## src/hws_consts.vh

```
// constants for the host wake and status signalling block
`ifndef HWS_CONSTS_VH
`define HWS_CONSTS_VH
`define HWS_CLK_HZ        50000000
`define HWS_DEBOUNCE_MS   500
`define HWS_PULSE_MS      1000
`define HWS_DEBOUNCE_CYC  (`HWS_CLK_HZ / 1000 * `HWS_DEBOUNCE_MS + 1)
`define HWS_PULSE_CYC     (`HWS_CLK_HZ / 1000 * `HWS_PULSE_MS)
`define HWS_NPINS         9
`define HWS_ADDR_CTRL     12'h000
`define HWS_ADDR_STATUS   12'h004
`define HWS_ADDR_GPDIR    12'h008
`define HWS_ADDR_GPOUT    12'h00C
`define HWS_ADDR_GPIN     12'h010
`define HWS_ADDR_IRQST    12'h014
`define HWS_ADDR_IRQMSK   12'h018
`define HWS_CTRL_READY    0
`define HWS_CTRL_WAKESRC  1
`define HWS_ST_AWAKE      0
`define HWS_ST_PULSE      1
`define HWS_IRQ_WAKE      0
`define HWS_IRQ_SLEEP     1
`define HWS_IRQ_PULSEDONE 2
`define HWS_RST_GPDIR     9'h000
`define HWS_RST_GPOUT     9'h000
`define HWS_RST_READY     1'b1
`define HWS_RST_IRQMSK    3'b000
`define HWS_RST_GPPD      9'h1FF
`endif

```

## src/hws_top.v

```verilog
// host wake, ready status and general pin block with apb registers
// Operation
// - ready output high after reset until the ctrl ready bit is written 0, low in reset
// - wake input pulled low; rising edge wakes
// - falling wake edge permits sleep
// - wake level accepted after over 500ms stable
// - wake notify output idles high
// - wake source gives one 1s low pulse
// - nine pins, direction and level settable
// - pin input levels readable
// - reset pins to inputs with pull-down
`timescale 1ns/1ps
`default_nettype none
`include "hws_consts.vh"
module hws_top #(
    parameter [31:0] DEBOUNCE_CYC = `HWS_DEBOUNCE_CYC,
    parameter [31:0] PULSE_CYC    = `HWS_PULSE_CYC
) (
    input  wire        clk_i,
    input  wire        sys_rst_i,
    input  wire        psel_i,
    input  wire        penable_i,
    input  wire        pwrite_i,
    input  wire [11:0] paddr_i,
    input  wire [31:0] pwdata_i,
    output reg  [31:0] prdata_o,
    output reg         pready_o,
    output reg         pslverr_o,
    output reg         ready_state_o,
    input  wire        wake_req_i,
    output reg         wake_req_pd_o,
    output reg         wake_notify_o,
    output reg         awake_o,
    input  wire [8:0]  gp_in_i,
    output reg  [8:0]  gp_out_o,
    output reg  [8:0]  gp_oe_o,
    output reg  [8:0]  gp_pd_o,
    output reg         irq_o
);
    reg        ready_cfg_r;
    reg        wake_src_r;
    reg [8:0]  gp_dir_r;
    reg [8:0]  gp_lvl_r;
    reg [8:0]  gp_s1_r;
    reg [8:0]  gp_s2_r;
    reg        wk_s1_r;
    reg        wk_s2_r;
    reg        awake_r;
    reg        pulse_r;
    reg [31:0] pcnt_r;
    reg [2:0]  irq_st_r;
    reg [2:0]  irq_msk_r;
    reg [2:0]  irq_set;
    reg [2:0]  irq_st_nxt;
    reg [31:0] rdata;
    reg        addr_ok;
    wire       wk_level;
    wire       wk_rise;
    wire       wk_fall;
    wire       apb_acc;
    wire       apb_wr;
    wire       src_evt;
    wire       pulse_end;

    assign apb_acc   = psel_i & penable_i & ~pready_o;
    assign apb_wr    = apb_acc & pwrite_i;
    // one write of the source bit is one wake source
    assign src_evt   = apb_wr & (paddr_i == `HWS_ADDR_CTRL)
                     & pwdata_i[`HWS_CTRL_WAKESRC];
    assign pulse_end = pulse_r & (pcnt_r == PULSE_CYC - 32'd1);

    // two stages before the debouncer; pin comes from another domain
    always @(posedge clk_i) begin
        if (sys_rst_i) begin
            wk_s1_r <= 1'b0;
            wk_s2_r <= 1'b0;
            gp_s1_r <= 9'h000;
            gp_s2_r <= 9'h000;
        end else begin
            wk_s1_r <= wake_req_i;
            wk_s2_r <= wk_s1_r;
            gp_s1_r <= gp_in_i;
            gp_s2_r <= gp_s1_r;
        end
    end

    hws_debounce #(
        .STABLE_CYC (DEBOUNCE_CYC)
    ) u_deb (
        .clk_i     (clk_i),
        .sys_rst_i (sys_rst_i),
        .raw_i     (wk_s2_r),
        .level_o   (wk_level),
        .rise_o    (wk_rise),
        .fall_o    (wk_fall)
    );

    // sleep state follows debounced edges only
    always @(posedge clk_i) begin
        if (sys_rst_i) begin
            awake_r <= 1'b0;
        end else if (wk_rise) begin
            awake_r <= 1'b1;
        end else if (wk_fall) begin
            awake_r <= 1'b0;
        end
    end

    // notify pulse; a source mid-pulse is absorbed, not restarted
    always @(posedge clk_i) begin
        if (sys_rst_i) begin
            pulse_r <= 1'b0;
            pcnt_r  <= 32'h0;
        end else if (pulse_r) begin
            if (pulse_end) begin
                pulse_r <= 1'b0;
                pcnt_r  <= 32'h0;
            end else begin
                pcnt_r <= pcnt_r + 32'd1;
            end
        end else if (src_evt) begin
            pulse_r <= 1'b1;
            pcnt_r  <= 32'h0;
        end
    end

    always @* begin
        irq_set = 3'b000;
        irq_set[`HWS_IRQ_WAKE]      = wk_rise;
        irq_set[`HWS_IRQ_SLEEP]     = wk_fall;
        irq_set[`HWS_IRQ_PULSEDONE] = pulse_end;
        irq_st_nxt = irq_st_r;
        if (apb_wr && paddr_i == `HWS_ADDR_IRQST) begin
            irq_st_nxt = irq_st_r & ~pwdata_i[2:0];
        end
        // set wins over a clear in the same cycle
        irq_st_nxt = irq_st_nxt | irq_set;
    end

    always @* begin
        rdata   = 32'h0;
        addr_ok = 1'b1;
        case (paddr_i)
            `HWS_ADDR_CTRL:   rdata = {31'h0, ready_cfg_r};
            `HWS_ADDR_STATUS: rdata = {29'h0, wk_level, pulse_r, awake_r};
            `HWS_ADDR_GPDIR:  rdata = {23'h0, gp_dir_r};
            `HWS_ADDR_GPOUT:  rdata = {23'h0, gp_lvl_r};
            `HWS_ADDR_GPIN:   rdata = {23'h0, gp_s2_r};
            `HWS_ADDR_IRQST:  rdata = {29'h0, irq_st_r};
            `HWS_ADDR_IRQMSK: rdata = {29'h0, irq_msk_r};
            default:          addr_ok = 1'b0;
        endcase
    end

    // apb slave: one wait state, error on unmapped address
    always @(posedge clk_i) begin
        if (sys_rst_i) begin
            ready_cfg_r <= `HWS_RST_READY;
            gp_dir_r    <= `HWS_RST_GPDIR;
            gp_lvl_r    <= `HWS_RST_GPOUT;
            irq_msk_r   <= `HWS_RST_IRQMSK;
            irq_st_r    <= 3'b000;
            pready_o    <= 1'b0;
            pslverr_o   <= 1'b0;
            prdata_o    <= 32'h0;
        end else begin
            irq_st_r  <= irq_st_nxt;
            pready_o  <= apb_acc;
            pslverr_o <= apb_acc & ~addr_ok;
            prdata_o  <= (apb_acc & ~pwrite_i) ? rdata : 32'h0;
            if (apb_wr) begin
                case (paddr_i)
                    `HWS_ADDR_CTRL:
                        ready_cfg_r <= pwdata_i[`HWS_CTRL_READY];
                    `HWS_ADDR_GPDIR:  gp_dir_r  <= pwdata_i[8:0];
                    `HWS_ADDR_GPOUT:  gp_lvl_r  <= pwdata_i[8:0];
                    `HWS_ADDR_IRQMSK: irq_msk_r <= pwdata_i[2:0];
                    default: ;
                endcase
            end
        end
    end

    // pin outputs, all registered
    always @(posedge clk_i) begin
        if (sys_rst_i) begin
            ready_state_o <= 1'b0;
            wake_req_pd_o <= 1'b1;
            wake_notify_o <= 1'b1;
            awake_o       <= 1'b0;
            gp_out_o      <= 9'h000;
            gp_oe_o       <= 9'h000;
            gp_pd_o       <= `HWS_RST_GPPD;
            irq_o         <= 1'b0;
        end else begin
            ready_state_o <= ready_cfg_r;
            wake_req_pd_o <= 1'b1;
            wake_notify_o <= ~pulse_r;
            awake_o       <= awake_r;
            gp_out_o      <= gp_lvl_r & gp_dir_r;
            gp_oe_o       <= gp_dir_r;
            gp_pd_o       <= ~gp_dir_r;
            irq_o         <= |(irq_st_r & irq_msk_r);
        end
    end
endmodule // hws_top
`default_nettype wire

```

## src/hws_debounce.v

```verilog
// debouncer: accepts a new level after it stays stable long enough
`timescale 1ns/1ps
`default_nettype none
module hws_debounce #(
    parameter [31:0] STABLE_CYC = 32'd25000001
) (
    input  wire clk_i,
    input  wire sys_rst_i,
    input  wire raw_i,
    output reg  level_o,
    output reg  rise_o,
    output reg  fall_o
);
    reg [31:0] cnt_r;

    // short glitches restart the count and never reach the output
    always @(posedge clk_i) begin
        if (sys_rst_i) begin
            cnt_r   <= 32'h0;
            level_o <= 1'b0;
            rise_o  <= 1'b0;
            fall_o  <= 1'b0;
        end else begin
            rise_o <= 1'b0;
            fall_o <= 1'b0;
            if (raw_i == level_o) begin
                cnt_r <= 32'h0;
            end else if (cnt_r >= STABLE_CYC - 32'd1) begin
                cnt_r   <= 32'h0;
                level_o <= raw_i;
                rise_o  <= raw_i;
                fall_o  <= ~raw_i;
            end else begin
                cnt_r <= cnt_r + 32'd1;
            end
        end
    end
endmodule // hws_debounce
`default_nettype wire

```

## config.mk

```make
export PLATFORM = sky130hd
export DESIGN_NAME = hws_top
export DESIGN_NICKNAME = d
export VERILOG_FILES = /design/src/hws_top.v /design/src/hws_debounce.v
export VERILOG_INCLUDE_DIRS = /design/src
export SDC_FILE = /design/constraint.sdc
export NUM_CORES = 1
export LEC_CHECK = 0
export ABC_AREA = 1
export BUFFER_PORTS_ARGS = -buffer_cell sky130_fd_sc_hd__buf_2
export CORE_MARGIN = 3
export CORE_UTILIZATION = 50
export DETAILED_ROUTE_END_ITERATION = 6
export MAX_ROUTING_LAYER = met4
export PLACE_DENSITY_LB_ADDON = 0.2
export SYNTH_ARGS = -nofsm -noshare
export SYNTH_HDL_FRONTEND = slang
export SYNTH_SLANG_ARGS = --single-unit
```

## constraint.sdc

```tcl
create_clock -name clk_i -period 2.89 [get_ports clk_i]
set_input_delay 0.578 -clock clk_i [delete_from_list [all_inputs] [get_ports clk_i]]
set_output_delay 0.578 -clock clk_i [all_outputs]
set_load 0.02 [all_outputs]
```

==> results of run 1 <==
layout make-up:
type | count | area [um^2]
inverters | 137 | 514
well taps | 180 | 225
multi-input cells | 712 | 3420
clock buffers | 18 | 429
flip-flops and latches | 156 | 3120
clock inverters | 14 | 151
repair buffers | 81 | 415
fillers | 1359 | 5760
worst max path at each step:
stage	slack (ns)	cells after the start	end
detailed placement	0.75	9	pcnt_r[5]$_SDFFE_PP0P_
global placement	0.79	9	pcnt_r[20]$_SDFFE_PP0P_
finish	1.01	9	pcnt_r[0]$_SDFFE_PP0P_
CTS	1.02	9	u_deb.cnt_r[20]$_SDFF_PP0_
global route	0.81	7	u_deb.cnt_r[20]$_SDFF_PP0_
floorplan	1.27	9	pcnt_r[20]$_SDFFE_PP0P_
per-stage QoR:
step	instance area, um^2	setup slack [ns]
after floorplan	7370	1.27
after global placement	7700	0.791
after detailed placement	7700	0.753
after CTS	8280	1.02
after global routing	8280	0.814
final	8280	1.01
critical path: cells and delay by family (launching register included):
family	cells	cell delay, ns
and+or+nand+nor	6	0.72
DFF	1	0.42
adders and majority gates	1	0.27
buffers and inverters	1	0.19
AOI/OAI and AO/OA	1	0.17
registers in the layout, indices dropped and copies added (netlist names), 3 cells and up:
signal	flops
gp_oe_o	9
gp_lvl_r	9
u_deb.cnt_r	32
prdata_o	9
pcnt_r	32
gp_dir_r	9
gp_s1_r	9
gp_pd_o	9
irq_msk_r	3
irq_st_r	3
gp_out_o	9
gp_s2_r	9
power breakdown:
| part | leakage [nW] | internal (mW) | total, mW | switching, mW |
|---|---|---|---|---|
| Clock | 0.283 | 1.22 | 2.18 | 0.955 |
| Sequential | 1.26 | 2.17 | 2.18 | 0.00696 |
| Combinational | 1.93 | 0.0342 | 0.133 | 0.0990 |
cells in the mapped netlist (18+ instances only):
cell,instances,share of area
nand3_1,66,0.046
buf_4,27,0.028
nor3_1,19,0.013
nor2_1,156,0.081
nor2_2,21,0.018
a21oi_1,61,0.042
o21ai_0,24,0.017
nand4_1,18,0.016
dfxtp_1,156,0.43
nand2_1,230,0.12
inv_1,126,0.065
logic make-up after synthesis:
group,share of synthesized area
and+or+nand+nor,0.360
other,0.00103
adders and majority gates,0.00517
xor gates and xnor gates,0.0145
DFF,0.430
AOI/OAI and AO/OA,0.0752
buffers and inverters,0.113
metal layers:
metal,share of wire,wire (um)
met1,0.48,7610
met2,0.46,7360
met3,0.042,666
met4,0.013,207
met5,0,0
==> results.py, run 1 <==
metrics = {
    "clock_tree": {
        "numCtsBuffers": 17,
        "ctsHoldBuffers": 0,
        "postCtsResizedCells": 0,
        "htree_levels": 4,
        "clockBufferDepth": 2,
        "path_clk_slew_ns": 0.07,
        "cts_tree": "yes",
        "clk_latency_ns": 0.42,
        "cts_root_buf": "clkbuf_16",
        "cts_setup_buffers": 0,
        "clock_sinks": 156,
    },
    "run_status": {
        "status": "finished, final reports clean",
    },
    "sta": {
        "finalMaxSlewViolations": 0,
        "setup_tns_ns": 0,
        "hold_viol": 0,
        "fin_crit_ns": 1.88,
        "worst_slew_pin_slew_ns": 0.734,
        "slew_headroom": 0.511,
        "clock_skew_ns": 0.00843,
        "final-setup-viol-count": 0,
        "rsz0062_at_grt": "false",
        "fmax_mhz": 531,
        "timing.hold.ws_ns": 0.354,
        "min_period_over_period": 0.652,
    },
    "global_route": {
        "antenna_found_initial": 0,
        "grt_max_degree": 67,
        "grtUsageMet2": 0.325,
        "grt_pass1_vias": 5540,
        "use_met1": 0.270,
        "grt-ovfl-total": 0,
        "grt_busiest_layer": "met2",
        "grt_pass1_wl_mm": 26.3,
        "grt_usage": 0.206,
        "use_met3": 0.0371,
    },
    "final_layout": {
        "layout_common_cells": "nand2_1, nor2_1, dfxtp_1",
        "layout_commonest_cell": "nand2_1",
        "layout.nets": 1167,
        "post-route-util": 0.590,
        "layout.cells.non_filler": 1298,
        "drive_above_1_share": 0.174,
        "syn_to_final_growth_pct": 14.1,
        "antenna_cells": 0,
    },
    "setup_path": {
        "start_kind": "register",
        "critPathLaunch": "pcnt_r[0]$_SDFFE_PP0P_",
        "r2r_cells": 9,
        "cpPeakStageDelay_ns": 0.42,
        "crit_required_ns": 3.20,
        "path_common_cell": "nor2_1",
        "cp-end-kind": "register",
        "crit_type": "reg -> reg",
        "path_cells": "ha_1, nand3_1, nor2_1, nand2_1, nor2_1, nor2_1, buf_4, o21ai_0, nor2_1",
        "slowest_stage": "dfxtp_1",
        "timing.rr.start": "pcnt_r[0]$_SDFFE_PP0P_",
        "r2r_setup_slack_ns": 1.01,
        "crit_arrival_ns": 2.19,
        "rr_endpoint": "pcnt_r[0]$_SDFFE_PP0P_",
        "worst-path-max-fanout": 11,
    },
    "placed_design": {
        "routabilityCongestion": 0.965,
        "placed_cells": 1266,
        "port_buffers": 77,
        "dp.final_hpwl_mm": 11.6,
    },
    "route": {
        "drc": 0,
        "vias": 6243,
        "detail_route.iter0.violations": 320,
        "first_pass_iters": 6,
        "wl_mm": 15.8,
        "via_per_inst": 4.81,
        "ant_nets": 0,
        "wl_per_cell_um": 12.2,
    },
    "die": {
        "io_pins": 125,
        "core_area_um2": 14000,
        "fp.dieH_um": 126,
        "die_w_um": 126,
        "initial_core_util": 0.517,
        "dieArea_um2": 16000,
        "placementRows": 43,
    },
    "synth": {
        "seq_area_frac_synth": 0.430,
        "synth_area_um2": 7260,
        "syn_area_per_cell_um2": 7.11,
        "synth_ff_type": "dfxtp_1",
        "synth_edf_count": 0,
        "ys_warn_count": 0,
        "ys_types": 38,
        "ys_ff_latch": 156,
        "synthArstFlopShare": 0,
        "netlist_instances": 1021,
    },
    "worst_hold_path": {
        "hp-class": "in -> reg",
        "holdPathEnd": "gp_s1_r[5]$_SDFF_PP0_",
        "whs_path_depth": 3,
        "hp-start": "gp_in_i[5]",
    },
    "pwr": {
        "fin_total_pwr_mw": 4.49,
        "ir_drop_uv": 406,
        "power_density_nw_per_um2": 542,
        "leakagePower_nw": 3.48,
    },
    "run": {
        "drv_cap": 0,
    },
}
Power figures use the tool's default switching activity.
==> run 2: changes to the inputs <==
- ABC_AREA: 1 -> 0
- CORE_UTILIZATION: 50 -> 49
- clock period: 2.89 -> 1.7 ns (I/O delays scaled with it)
==> run 2 against run 1 <==
The flow now finishes with violations (negative setup slack). First-iteration DRC count up 94%. Setup slack worse by 1.2 ns. Non-clock buffer count up 112. Register-to-register slack worse by 1.2 ns. Via count down 7.8%. Global-route usage up 1.6 points. Sequential power up 70%. Highest routed layer unchanged.
==> results.py, run 2 <==
metrics = {
    "placed_design": {
        "placed_cells": 1020,
        "port_buffers": 77,
        "routabilityCongestion": 0.898,
        "dp.final_hpwl_mm": 10.7,
    },
    "synth": {
        "synth_xor_xnor_area_share": 0.0360,
        "seq_area_frac_synth": 0.494,
        "muxShareOfSynthArea": 0.0327,
        "synth_edf_count": 0,
        "synth_top_cell_by_area": "dfxtp_1",
        "synth-simple-area-share": 0.262,
        "netlist_instances": 698,
        "synth-compound-area-share": 0.101,
        "ys_warn_count": 0,
        "synthTopCellsByArea": "dfxtp_1, a21oi_1, nor2_1, nand3_1, buf_4",
        "synth_common_cells": "dfxtp_1, nor2_1, a21oi_1, nand2_1, nand3_1",
        "synthArstFlopShare": 0,
        "synth_area_um2": 6320,
        "ys_ff_latch": 156,
        "syn_area_per_cell_um2": 9.06,
        "synth_top_area_frac": 0.494,
        "synth_ff_type": "dfxtp_1",
        "synthAdderAreaFrac": 0.00594,
        "yosysMostFrequentCell": "dfxtp_1",
        "ys_types": 55,
        "synth_top_family_by_area": "simple AND/OR/NAND/NOR gates",
    },
    "final_layout": {
        "layout_common_cells": "dfxtp_1, buf_4, buf_2",
        "drive_above_1_share": 0.345,
        "syn_to_final_growth_pct": 38.0,
        "layout_commonest_cell": "dfxtp_1",
        "layout.cells.non_filler": 1069,
        "layout.nets": 950,
        "fillers": 891,
        "post-route-util": 0.709,
        "reg_top3": "pcnt_r: 32 flops, u_deb.cnt_r: 32 flops",
        "antenna_cells": 0,
    },
    "setup_path": {
        "cp-end-kind": "register",
        "worst-path-max-fanout": 4,
        "crit_arrival_ns": 2.26,
        "r2r_setup_slack_ns": -0.22,
        "crit_type": "reg -> reg",
        "rr_endpoint": "pcnt_r[26]$_SDFFE_PP0P_",
        "r2r_cells": 7,
        "start_kind": "register",
        "crit_required_ns": 2.05,
        "timing.rr.start": "pcnt_r[9]$_SDFFE_PP0P_",
    },
    "global_route": {
        "antenna_found_initial": 0,
        "grt_pass1_vias": 5445,
        "grt_max_degree": 44,
        "grt_usage": 0.222,
        "grt_pass1_wl_mm": 25.3,
        "grt-ovfl-total": 0,
    },
    "clock_tree": {
        "cts_tree": "yes",
        "clockBufferDepth": 2,
        "htree_levels": 4,
        "clk_latency_ns": 0.43,
        "cts_root_buf": "clkbuf_16",
        "path_clk_slew_ns": 0.06,
        "clock_sinks": 156,
        "numCtsBuffers": 17,
    },
    "die": {
        "placementRows": 40,
        "die_w_um": 120,
        "io_pins": 125,
        "initial_core_util": 0.514,
        "dieArea_um2": 14300,
        "core_area_um2": 12300,
        "fp.dieH_um": 120,
    },
    "run_status": {
        "status": "finished with violations",
        "failed_checks": "negative setup slack",
    },
    "worst_hold_path": {
        "hp-class": "in -> reg",
        "whs_path_depth": 2,
        "hp-start": "gp_in_i[7]",
        "holdPathEnd": "gp_s1_r[7]$_SDFF_PP0_",
    },
    "sta": {
        "fin_crit_ns": 1.92,
        "hold_viol": 0,
        "finalMaxSlewViolations": 0,
        "final-setup-viol-count": 56,
        "clock_skew_ns": 0.0106,
        "timing.hold.ws_ns": 0.123,
        "setup_tns_ns": -6.14,
        "min_period_over_period": 1.13,
        "worst_slack_ns": -0.216,
        "fmax_mhz": 522,
        "rsz0062_at_grt": "true",
    },
    "route": {
        "detail_route.iter0.violations": 621,
        "first_pass_iters": 5,
        "via_per_inst": 5.39,
        "wl_per_cell_um": 15.4,
        "ant_nets": 0,
        "wl_mm": 16.5,
        "vias": 5758,
        "drc": 0,
    },
    "pwr": {
        "fin_total_pwr_mw": 7.54,
        "power_density_nw_per_um2": 864,
        "leakagePower_nw": 3.45,
        "ir_drop_uv": 692,
    },
    "run": {
        "drv_cap": 0,
    },
}
[run 2: changes by cell type in the layout (fill, tap and decap cells not counted), sizes merged, moves of 9 or more]
cell | before | now
and2 | 0 | 11
xnor2 | 3 | 13
nand3 | 74 | 45
nor2b | 0 | 25
a21oi | 64 | 49
nand2b | 0 | 14
nor4 | 0 | 10
a222oi | 0 | 9
mux2i | 0 | 15
nor2 | 191 | 63
inv | 144 | 37
buf | 81 | 191
o21ai | 37 | 19
nand2 | 245 | 45
[run 2: layout make-up]
type | count | area, um^2 | share of cell area
clock buffers | 18 | 429 | 0.0492
clock inverters | 14 | 128 | 0.0146
inverters | 29 | 109 | 0.0125
multi-input cells | 491 | 3320 | 0.380
flip-flops and latches | 156 | 3150 | 0.361
well taps | 168 | 210 | 0.0241
repair buffers | 193 | 1390 | 0.159
[run 2: through the flow]
step	area, um^2	setup WS (ns)
detailed placement	7560	-0.212
global placement	7560	-0.180
CTS	8360	-0.120
finish	8730	-0.216
floorplan	6510	-0.0707
global route	8730	-0.288
[run 2: power breakdown]
group,internal [mW],switching (mW)
logic,0.102,0.175
registers,3.69,0.0130
clock network,1.92,1.64
total,5.71,1.83
[run 2: what timing repair did]
action / 4_1_cts / 5_1_grt
gates cloned: 1 / 3
resized for setup: 39 / 65
setup endpoints to repair: 55 / 55
setup buffers: 8 / 6
pin swaps: 14 / 17
hold buffers: 0 / 0
[run 2: worst max path at each step]
stage | from | endpoint | slack (ns) | cells after the start
after global routing | pcnt_r[9]$_SDFFE_PP0P_ | pcnt_r[26]$_SDFFE_PP0P_ | -0.29 | 7
final | pcnt_r[9]$_SDFFE_PP0P_ | pcnt_r[26]$_SDFFE_PP0P_ | -0.22 | 7
after floorplan | paddr_i[4] | pcnt_r[5]$_SDFFE_PP0P_ | -0.07 | 6
after CTS | u_deb.cnt_r[8]$_SDFF_PP0_ | u_deb.cnt_r[13]$_SDFF_PP0_ | -0.12 | 6
after detailed placement | paddr_i[7] | pcnt_r[8]$_SDFFE_PP0P_ | -0.21 | 7
after global placement | paddr_i[7] | pcnt_r[5]$_SDFFE_PP0P_ | -0.18 | 6
[run 2: cell families (layout without fill, tap and decap cells)]
logic type / count (synthesis) / after routing
AOI/OAI and AO/OA: 102 / 103
xor gates and xnor gates: 26 / 26
adders and majority gates: 3 / 3
buffers and inverters: 81 / 254
DFF: 156 / 156
muxes: 20 / 20
other: 2 / 31
and+or+nand+nor: 308 / 308
[run 2: metal layers]
layer | share of wire | global-route usage
met2 | 0.51 | 0.375
met4 | 0.019 | 0.0766
met5 | 0 | -
met3 | 0.056 | 0.0509
met1 | 0.42 | 0.262
[run 2: worst max-delay path: stages, from the launching register on]
cell and delay [ns]:
dfxtp_2 0.37, nand4_1 0.21, buf_4 0.22, or4_4 0.45, buf_6 0.15, nor3_4 0.20, a21oi_2 0.07, a31oi_1 0.16
